`src/albe_pkg.sv`:
```
// constants, operation codes and request layout for the execute block
package albe_pkg;

    // flag_register bit positions
    localparam logic [2:0] FLAG_C = 3'h0;
    localparam logic [2:0] FLAG_Z = 3'h1;
    localparam logic [2:0] FLAG_N = 3'h2;
    localparam logic [2:0] FLAG_V = 3'h3;
    localparam logic [2:0] FLAG_S = 3'h4;
    localparam logic [2:0] FLAG_H = 3'h5;

    localparam logic [7:0] FLAGS_RST = 8'h00;
    localparam logic [7:0] BYTE_ALL = 8'hff;
    localparam logic [7:0] BYTE_ZERO = 8'h00;
    localparam logic [15:0] WORD_ZERO = 16'h0000;

    // cycle counts
    localparam logic [1:0] CYC_ONE = 2'h1;
    localparam logic [1:0] CYC_TWO = 2'h2;
    localparam logic [1:0] CYC_THREE = 2'h3;

    // program counter steps
    localparam int STEP_NEXT = 1;
    localparam int STEP_SKIP_ONE = 2;
    localparam int STEP_SKIP_TWO = 3;

    typedef enum logic [4:0] {
        OP_NOP = 5'h00,
        OP_ADD = 5'h01,
        OP_ADC = 5'h02,
        OP_SUB = 5'h03,
        OP_SBC = 5'h04,
        OP_CP = 5'h05,
        OP_CPC = 5'h06,
        OP_AND = 5'h07,
        OP_OR = 5'h08,
        OP_EOR = 5'h09,
        OP_SET_MASK = 5'h0a,
        OP_CLR_MASK = 5'h0b,
        OP_PROBE = 5'h0c,
        OP_WORD_SUM = 5'h0d,
        OP_WORD_MINUS = 5'h0e,
        OP_PTR_JUMP = 5'h0f,
        OP_PTR_CALL = 5'h10,
        OP_EQ_SKIP = 5'h11,
        OP_REG_BIT_SKIP = 5'h12,
        OP_PORT_BIT_SKIP = 5'h13,
        OP_FLAG_BRANCH = 5'h14,
        OP_SIGNED_BRANCH = 5'h15
    } albe_op_e;

    typedef struct packed {
        albe_op_e op;
        logic [7:0] dst;
        logic [7:0] src;
        logic [7:0] imm;
        logic use_imm;
        logic [15:0] pair;
        logic [15:0] z_ptr;
        logic [2:0] bit_sel;
        logic polarity;
        logic io_bit;
        logic signed [11:0] offset;
        logic skip_two_word;
    } albe_req_s;

endpackage

```
`src/albe_core.sv`:
```
// execute unit for arithmetic, logic, compare, skip and branch operations
`timescale 1ns/100ps
module albe_core #(
    parameter int PC_W = 12
) (
    input wire logic sys_clk,
    input wire logic nrst,
    input wire logic req_valid,
    input wire albe_pkg::albe_req_s req,
    output logic ready,
    output logic done,
    output logic wr8_en,
    output logic wr16_en,
    output logic [15:0] wr_data,
    output logic [7:0] flag_register,
    output logic [PC_W-1:0] program_counter,
    output logic push_en,
    output logic [PC_W-1:0] push_addr
);

    logic ready_q;
    logic done_q;
    logic [1:0] cnt_q;
    logic wr8_q;
    logic wr16_q;
    logic [15:0] wdata_q;
    logic [7:0] flags_q;
    logic [PC_W-1:0] pc_q;
    logic push_q;
    logic [PC_W-1:0] push_addr_q;

    logic accept;
    logic [7:0] flags_d;
    logic [PC_W-1:0] pc_d;
    logic [15:0] wdata_d;
    logic wr8_d;
    logic wr16_d;
    logic push_d;
    logic [1:0] cyc_d;

    // half carry, overflow, carry for byte add
    function automatic logic [2:0] add_hvc(input logic [7:0] a,
            input logic [7:0] b, input logic [7:0] r);
        add_hvc[2] = (a[3] & b[3]) | (b[3] & ~r[3]) | (~r[3] & a[3]);
        add_hvc[1] = (a[7] & b[7] & ~r[7]) | (~a[7] & ~b[7] & r[7]);
        add_hvc[0] = (a[7] & b[7]) | (b[7] & ~r[7]) | (~r[7] & a[7]);
    endfunction

    // half borrow, overflow, borrow for byte subtract
    function automatic logic [2:0] sub_hvc(input logic [7:0] a,
            input logic [7:0] b, input logic [7:0] r);
        sub_hvc[2] = (~a[3] & b[3]) | (b[3] & r[3]) | (r[3] & ~a[3]);
        sub_hvc[1] = (a[7] & ~b[7] & ~r[7]) | (~a[7] & b[7] & r[7]);
        sub_hvc[0] = (~a[7] & b[7]) | (b[7] & r[7]) | (r[7] & ~a[7]);
    endfunction

    assign accept = req_valid & ready_q;

    always_comb begin
        logic [7:0] opb;
        logic [7:0] r8;
        logic [15:0] r16;
        logic [2:0] hvc;
        logic cin;
        logic cond;
        logic [PC_W-1:0] pc_next;
        logic [PC_W-1:0] pc_rel;
        opb = req.use_imm ? req.imm : req.src;
        r8 = albe_pkg::BYTE_ZERO;
        r16 = albe_pkg::WORD_ZERO;
        hvc = 3'h0;
        cin = 1'b0;
        cond = 1'b0;
        pc_next = pc_q + PC_W'(albe_pkg::STEP_NEXT);
        pc_rel = pc_q + PC_W'(req.offset) + PC_W'(albe_pkg::STEP_NEXT);
        flags_d = flags_q;
        pc_d = pc_next;
        wdata_d = albe_pkg::WORD_ZERO;
        wr8_d = 1'b0;
        wr16_d = 1'b0;
        push_d = 1'b0;
        cyc_d = albe_pkg::CYC_ONE;
        case (req.op)
            albe_pkg::OP_ADD, albe_pkg::OP_ADC: begin
                cin = (req.op == albe_pkg::OP_ADC) &
                    flags_q[albe_pkg::FLAG_C];
                r8 = req.dst + opb + {7'h00, cin};
                hvc = add_hvc(req.dst, opb, r8);
                flags_d[albe_pkg::FLAG_H] = hvc[2];
                flags_d[albe_pkg::FLAG_V] = hvc[1];
                flags_d[albe_pkg::FLAG_C] = hvc[0];
                flags_d[albe_pkg::FLAG_N] = r8[7];
                flags_d[albe_pkg::FLAG_Z] = (r8 == albe_pkg::BYTE_ZERO);
                wr8_d = 1'b1;
                wdata_d = {albe_pkg::BYTE_ZERO, r8};
            end
            albe_pkg::OP_SUB, albe_pkg::OP_SBC,
            albe_pkg::OP_CP, albe_pkg::OP_CPC: begin
                cin = ((req.op == albe_pkg::OP_SBC) |
                    (req.op == albe_pkg::OP_CPC)) &
                    flags_q[albe_pkg::FLAG_C];
                r8 = req.dst - opb - {7'h00, cin};
                hvc = sub_hvc(req.dst, opb, r8);
                flags_d[albe_pkg::FLAG_H] = hvc[2];
                flags_d[albe_pkg::FLAG_V] = hvc[1];
                flags_d[albe_pkg::FLAG_C] = hvc[0];
                flags_d[albe_pkg::FLAG_N] = r8[7];
                // carry variants chain zero across bytes
                flags_d[albe_pkg::FLAG_Z] = (r8 == albe_pkg::BYTE_ZERO) &
                    (~cin_op(req.op) | flags_q[albe_pkg::FLAG_Z]);
                wr8_d = (req.op == albe_pkg::OP_SUB) |
                    (req.op == albe_pkg::OP_SBC);
                wdata_d = {albe_pkg::BYTE_ZERO, r8};
            end
            albe_pkg::OP_AND, albe_pkg::OP_OR, albe_pkg::OP_EOR,
            albe_pkg::OP_SET_MASK, albe_pkg::OP_CLR_MASK,
            albe_pkg::OP_PROBE: begin
                case (req.op)
                    albe_pkg::OP_AND: r8 = req.dst & opb;
                    albe_pkg::OP_OR: r8 = req.dst | opb;
                    albe_pkg::OP_EOR: r8 = req.dst ^ opb;
                    albe_pkg::OP_SET_MASK: r8 = req.dst | req.imm;
                    albe_pkg::OP_CLR_MASK:
                        r8 = req.dst &
                            (albe_pkg::BYTE_ALL - req.imm);
                    default: r8 = req.dst & req.dst;
                endcase
                flags_d[albe_pkg::FLAG_V] = 1'b0;
                flags_d[albe_pkg::FLAG_N] = r8[7];
                flags_d[albe_pkg::FLAG_Z] = (r8 == albe_pkg::BYTE_ZERO);
                wr8_d = 1'b1;
                wdata_d = {albe_pkg::BYTE_ZERO, r8};
            end
            albe_pkg::OP_WORD_SUM, albe_pkg::OP_WORD_MINUS: begin
                if (req.op == albe_pkg::OP_WORD_SUM) begin
                    r16 = req.pair + {8'h00, req.imm};
                    flags_d[albe_pkg::FLAG_V] = ~req.pair[15] & r16[15];
                    flags_d[albe_pkg::FLAG_C] = ~r16[15] & req.pair[15];
                end else begin
                    r16 = req.pair - {8'h00, req.imm};
                    flags_d[albe_pkg::FLAG_V] = req.pair[15] & ~r16[15];
                    flags_d[albe_pkg::FLAG_C] = r16[15] & ~req.pair[15];
                end
                flags_d[albe_pkg::FLAG_N] = r16[15];
                flags_d[albe_pkg::FLAG_S] =
                    r16[15] ^ flags_d[albe_pkg::FLAG_V];
                flags_d[albe_pkg::FLAG_Z] = (r16 == albe_pkg::WORD_ZERO);
                wr16_d = 1'b1;
                wdata_d = r16;
                cyc_d = albe_pkg::CYC_TWO;
            end
            albe_pkg::OP_PTR_JUMP: begin
                pc_d = req.z_ptr[PC_W-1:0];
                cyc_d = albe_pkg::CYC_TWO;
            end
            albe_pkg::OP_PTR_CALL: begin
                pc_d = req.z_ptr[PC_W-1:0];
                push_d = 1'b1;
                cyc_d = albe_pkg::CYC_THREE;
            end
            albe_pkg::OP_EQ_SKIP, albe_pkg::OP_REG_BIT_SKIP,
            albe_pkg::OP_PORT_BIT_SKIP: begin
                if (req.op == albe_pkg::OP_EQ_SKIP) begin
                    cond = (req.dst == req.src);
                end else if (req.op == albe_pkg::OP_REG_BIT_SKIP) begin
                    cond = (req.src[req.bit_sel] == req.polarity);
                end else begin
                    cond = (req.io_bit == req.polarity);
                end
                if (cond) begin
                    pc_d = pc_q + (req.skip_two_word ?
                        PC_W'(albe_pkg::STEP_SKIP_TWO) :
                        PC_W'(albe_pkg::STEP_SKIP_ONE));
                    cyc_d = req.skip_two_word ? albe_pkg::CYC_THREE :
                        albe_pkg::CYC_TWO;
                end
            end
            albe_pkg::OP_FLAG_BRANCH, albe_pkg::OP_SIGNED_BRANCH: begin
                if (req.op == albe_pkg::OP_FLAG_BRANCH) begin
                    cond = (flags_q[req.bit_sel] == req.polarity);
                end else begin
                    cond = ((flags_q[albe_pkg::FLAG_N] ^
                        flags_q[albe_pkg::FLAG_V]) == req.polarity);
                end
                if (cond) begin
                    pc_d = pc_rel;
                    cyc_d = albe_pkg::CYC_TWO;
                end
            end
            default: begin
                pc_d = pc_next;
            end
        endcase
    end

    function automatic logic cin_op(input albe_pkg::albe_op_e op);
        cin_op = (op == albe_pkg::OP_SBC) | (op == albe_pkg::OP_CPC);
    endfunction

    // occupancy sequencer
    always_ff @(posedge sys_clk or negedge nrst) begin
        if (!nrst) begin
            ready_q <= 1'b1;
            done_q <= 1'b0;
            cnt_q <= 2'h0;
        end else if (accept) begin
            cnt_q <= cyc_d - albe_pkg::CYC_ONE;
            ready_q <= (cyc_d == albe_pkg::CYC_ONE);
            done_q <= (cyc_d == albe_pkg::CYC_ONE);
        end else if (cnt_q != 2'h0) begin
            cnt_q <= cnt_q - 2'h1;
            ready_q <= (cnt_q == 2'h1);
            done_q <= (cnt_q == 2'h1);
        end else begin
            done_q <= 1'b0;
        end
    end

    // architectural state
    always_ff @(posedge sys_clk or negedge nrst) begin
        if (!nrst) begin
            flags_q <= albe_pkg::FLAGS_RST;
            pc_q <= '0;
        end else if (accept) begin
            flags_q <= flags_d;
            pc_q <= pc_d;
        end
    end

    // write-back and stack strobes
    always_ff @(posedge sys_clk or negedge nrst) begin
        if (!nrst) begin
            wr8_q <= 1'b0;
            wr16_q <= 1'b0;
            wdata_q <= albe_pkg::WORD_ZERO;
            push_q <= 1'b0;
            push_addr_q <= '0;
        end else begin
            wr8_q <= accept & wr8_d;
            wr16_q <= accept & wr16_d;
            push_q <= accept & push_d;
            if (accept) begin
                wdata_q <= wdata_d;
                push_addr_q <= pc_q + PC_W'(albe_pkg::STEP_NEXT);
            end
        end
    end

    assign ready = ready_q;
    assign done = done_q;
    assign wr8_en = wr8_q;
    assign wr16_en = wr16_q;
    assign wr_data = wdata_q;
    assign flag_register = flags_q;
    assign program_counter = pc_q;
    assign push_en = push_q;
    assign push_addr = push_addr_q;

    // helper copies of the last accepted request
    logic prev_acc_q;
    albe_pkg::albe_req_s prev_q;
    logic [7:0] prev_flags_q;
    logic [PC_W-1:0] prev_pc_q;
    logic [7:0] prev_b;
    logic prev_c;

    always_ff @(posedge sys_clk or negedge nrst) begin
        if (!nrst) begin
            prev_acc_q <= 1'b0;
            prev_q <= '0;
            prev_flags_q <= albe_pkg::FLAGS_RST;
            prev_pc_q <= '0;
        end else begin
            prev_acc_q <= accept;
            if (accept) begin
                prev_q <= req;
                prev_flags_q <= flags_q;
                prev_pc_q <= pc_q;
            end
        end
    end

    assign prev_b = prev_q.use_imm ? prev_q.imm : prev_q.src;
    assign prev_c = prev_flags_q[albe_pkg::FLAG_C];
endmodule

```
`config.mk`:
```
export PLATFORM = sky130hd
export DESIGN_NAME = albe_core
export DESIGN_NICKNAME = d
export VERILOG_FILES = /design/src/albe_pkg.sv /design/src/albe_core.sv
export SDC_FILE = /design/constraint.sdc
export NUM_CORES = 1
export LEC_CHECK = 0
export ABC_AREA = 0
export ABC_CLOCK_PERIOD_IN_PS = 4550
export BUFFER_PORTS_ARGS = -buffer_cell sky130_fd_sc_hd__buf_2
export CORE_MARGIN = 2
export CORE_UTILIZATION = 62
export DETAILED_ROUTE_END_ITERATION = 8
export GPL_TIMING_DRIVEN = 0
export PLACE_DENSITY = 0.87
export SYNTH_ARGS = -nofsm -noshare
export SYNTH_HDL_FRONTEND = slang
export SYNTH_SLANG_ARGS = --single-unit
```
`constraint.sdc`:
```
create_clock -name sys_clk -period 4.55 [get_ports sys_clk]
set_input_delay 0 -clock sys_clk [delete_from_list [all_inputs] [get_ports sys_clk]]
set_output_delay 0 -clock sys_clk [all_outputs]
set_load 0.05 [all_outputs]
```
==> results.md <==
- The flow ran to the end, and the final reports show no timing, DRC or antenna violations.
- The number of cells in the design after placement is 1,154.
- On the final layout, the worst clock skew is approximately 0.0092 ns.
- The highest metal layer with signal wires is met4.
- The arrival time reported for the critical path endpoint is 3.96 ns.
- Dividing total power by cell area gives a power density of 446 mW/mm^2.
- The path type of the worst setup path is in2reg.
- The post-synthesis xor/xnor area fraction is roughly 8.0%.
- The number of input and output port buffers inserted is 125.
- The portion of the clock cycle consumed by the worst path in the final layout is 81.9%.
- The achievable clock frequency is 268 MHz.
- Entering global routing, the biggest net connects between 50 and 60 pins.
- The die is 110 um tall.
- The highest ir drop seen on vdd is 0.413 mV.
- The TritonCTS clock tree is done.
- The count of flip-flops with a built-in enable after synthesis is 0.
- The die boundary width is 110 um.
- Of all nets on the critical path, the largest fanout is 10.
- The number of max-slew violations in the final report is 0.
- The root cell of the clock tree is clkbuf_16.
- Counting the buffers created by CTS gives 5.
- The headroom to the max-slew limit is between 10% and 20%.
- The detailed router put a total of 9.12 mm of wire on met1.
- The H-tree depth is 2.
- After synthesis, the cell types taking the most area are dfrtp_1 (19%), ha_1 (11%), a21oi_1 (4.7%).
- Yosys instantiated no cell more often than nand2_1.
- The number of nets at the end of the flow is 1,175.
- The share of synthesized area in the top cell type comes to 18.6%.
- dfrtp_1 takes more of the synthesized area than any other cell.
- For this run the aggregate overflow at the end of global routing stands at 0.
- After clock tree synthesis, the clock-pin slew on the worst setup and hold paths is 0.08 ns.
- During synthesis, Yosys emitted a total of 0 warnings.
- The area enclosed by the die boundary is 0.0121 sq mm.
- The mapped cell area is 0.00698 sq mm.
- The floorplan has 38 rows.
- The insertion delay of the later-clocked pin in the worst-skew pair is roughly 0.3 ns.
- The reported max-cap violation count is 0.
- In the routed design, unresolved DRC markers number 0.
- After detailed routing, the met2 layer carries 10.0 mm of wire.
- The dominant combinational cell family by area after synthesis is compound AO/OA/AOI/OAI gates.
- The post-synthesis register bit count is 53.
- The number of search-and-repair iterations in the first detailed-routing pass is 5.
- Setup violations remaining at the end of the flow were counted as 0.
- The setup TNS after final layout is 0 ns.
- Among all flip-flop cells after synthesis, the most frequent one is dfrtp_1.
- The sort of element at the end of the critical path is a register.
- The share of async-settable or async-resettable flops after synthesis is 100%.
- The actual slew at the worst max-slew pin is ~1.2 ns.
- Of the synthesized area, sequential elements account for 19.0%.
- The classification of the worst-slack hold path is in2reg.
- The static leakage power is 3.64 nW.
- The vias after detailed routing is 7,692.
- Counting along the longest clock path gives a buffer depth of 2.
- The number of antenna cells inserted is 0.
- Buffers added to address setup during post-CTS repair amount to 0.
- The worst endpoint required time is around 4.8 ns.
- The overall track demand over capacity in global routing is approximately two fifths.
- From synthesis to final layout, the design area changed by 14.0%.
- After floorplanning, the core was sized to cover 0.0109 sq mm.
- Setup repair after global routing left no endpoint under its margin.
- The global-route wire length before repair is 36.2 mm.
- The synthesized netlist devotes between 20% and 30% of its cell area to compound gates.
- Cells with a size suffix above 1 make up 18.2% of the layout.
- The synthesized netlist devotes 20.9% of its cell area to simple gates.
- Yosys mapped the design onto 85 distinct sky130hd cell types.
- Post-CTS repair changed the size of 0 cells.
- Counting every instance in the synthesized netlist gives 888.
- Wire segments on met3 add up to 2.83 mm in the final route.
- The number of failing hold endpoints at the final stage is 0.
- The final routed wirelength across all metal layers is 22.8 mm.
- In the routed layout, each cell is associated on average with a via count of 6.61.
- The synthesized area divided by synthesized cell count is 7.86 sq um.
- In this run the remaining antenna-violating nets after routing total 0.
- The initial antenna violation count is 0.
- Once detailed placement completed, the half-perimeter wirelength came to 18.0 mm.
- The routed length per instance is 19.6 um.
- After synthesis, the most frequently instantiated cells are nand2_1 (79), a21oi_1 (66), ha_1 (60).
- Clock tree synthesis found a total of 53 sinks.
- During I/O placement, the number of pins put on the boundary was 136.
- The synthesized-area fraction occupied by adder cells is 13.3%.
- In this run, the number of DRC markers left after iteration 0 of detailed routing was 822.
- The clock period minus worst slack is 3.73 ns.
- The initial utilization of the core area, before any placement, comes to 63.8%.
- The worst setup path is launched from an input port.
- The number of global-route vias before repair is ~7,000.
- Routability-driven placement finished with a final weighted congestion of 1.01.
- The share of synthesized area spent on multiplexers is 4.14%.
- The count of non-filler cells in the finished layout is 1,164.
report_power, final:
| group | internal [W] | total (W) | switching (W) |
|---|---|---|---|
| logic | 0.000750 | 0.00233 | 0.00158 |
| registers | 0.000638 | 0.000819 | 0.000181 |
| clock network | 0.000211 | 0.000401 | 0.000190 |
| total | 0.00160 | 0.00355 | 0.00195 |
path summary, 6_finish.rpt:
kind                                  startpoint            endpoint  slack (ns)  cells after the start
worst min register to register             ready               ready        0.47                      2
min in group asynchronous                   nrst        push_addr[7]        0.50                      2
worst max-delay path                     req[75]    flag_register[2]        0.82                     15
worst max register to register  flag_register[0]    flag_register[1]        1.05                     14
worst min-delay path                     req[21]  program_counter[3]        0.01                      3
max in group asynchronous                   nrst          wr_data[3]        3.32                      2
metal layers:
layer	up-vias	global-route usage, %
met5	-	0
met1	3573	51.4
met3	90	10.8
li1	3535	-
met2	494	59.7
met4	0	12.5
what timing repair did:
action,CTS,global route
hold endpoints to repair,29,0
endpoints found under the setup margin,0,0
hold buffers,2,0
registers in the layout, summed over array words and instances (netlist names):
register	cells
ready	1
wr_data	16
flag_register	6
done	1
wr8_en	1
push_en	1
push_addr	12
wr16_en	1
cnt_q	2
program_counter	12
placed cells by master, fill, tap and decap left out, types with 9 or more instances in the layout:
cell / n
fa_1: 9
nor3_1: 26
dfrtp_1: 52
nand2b_1: 15
mux2i_1: 12
xor2_1: 31
nor4_1: 10
clkbuf_1: 31
a21o_1: 11
ha_1: 60
buf_2: 140
o31ai_1: 13
nor2b_1: 11
inv_1: 59
nand4_1: 10
mux2_2: 9
nor2_1: 56
nand3_1: 22
o221ai_1: 10
a22o_1: 10
xnor2_1: 31
o21ai_0: 53
a21oi_1: 66
nand2_1: 79
a211oi_1: 14
layout make-up:
class	instances	area, sq um
timing repair buffer	127	646
clock inverter	3	28.8
tap	140	175
clock buffer	5	125
inverter	59	221
sequential	53	1330
multi-input combinational	725	5190
fill	929	2980
buffer	52	240
stage by stage:
step | area (sq um) | hold WS (ns) | total power [W] | setup slack [ns] | utilization [%]
2_1_floorplan | 6980 | -0.296 | 0.00249 | 1.30 | -
3_3_place_gp | 7780 | 0.295 | 0.00304 | 0.707 | 71.2
3_5_place_dp | 7780 | 0.294 | 0.00310 | 0.723 | 71.2
4_1_cts | 7960 | 0.00922 | 0.00350 | 1.00 | 72.8
5_1_grt | 7960 | 0.0394 | 0.00378 | 0.788 | 72.8
6_report | 7960 | 0.0102 | 0.00355 | 0.825 | 72.8
worst max-delay path, cell delays in order:
cell and delay [ns]:
buf_4 0.15, buf_2 0.18, clkbuf_1 0.23, nor4_1 0.50, nand2_1 0.16, fa_1 0.41
ha_1 0.31, nand2_1 0.07, nand2_1 0.14, a21oi_1 0.25, o21ai_0 0.12, a311oi_1 0.66
a22oi_1 0.27, a311oi_1 0.38, a21o_1 0.12
cells by family after synthesis:
family	after synthesis
AOI/OAI and AO/OA	283
other	1
buffers and inverters	111
adders and majority gates	69
DFF	53
xor gates and xnor gates	63
muxes	24
and+or+nand+nor	284
Note: power is estimated with default switching activity, not from simulation.
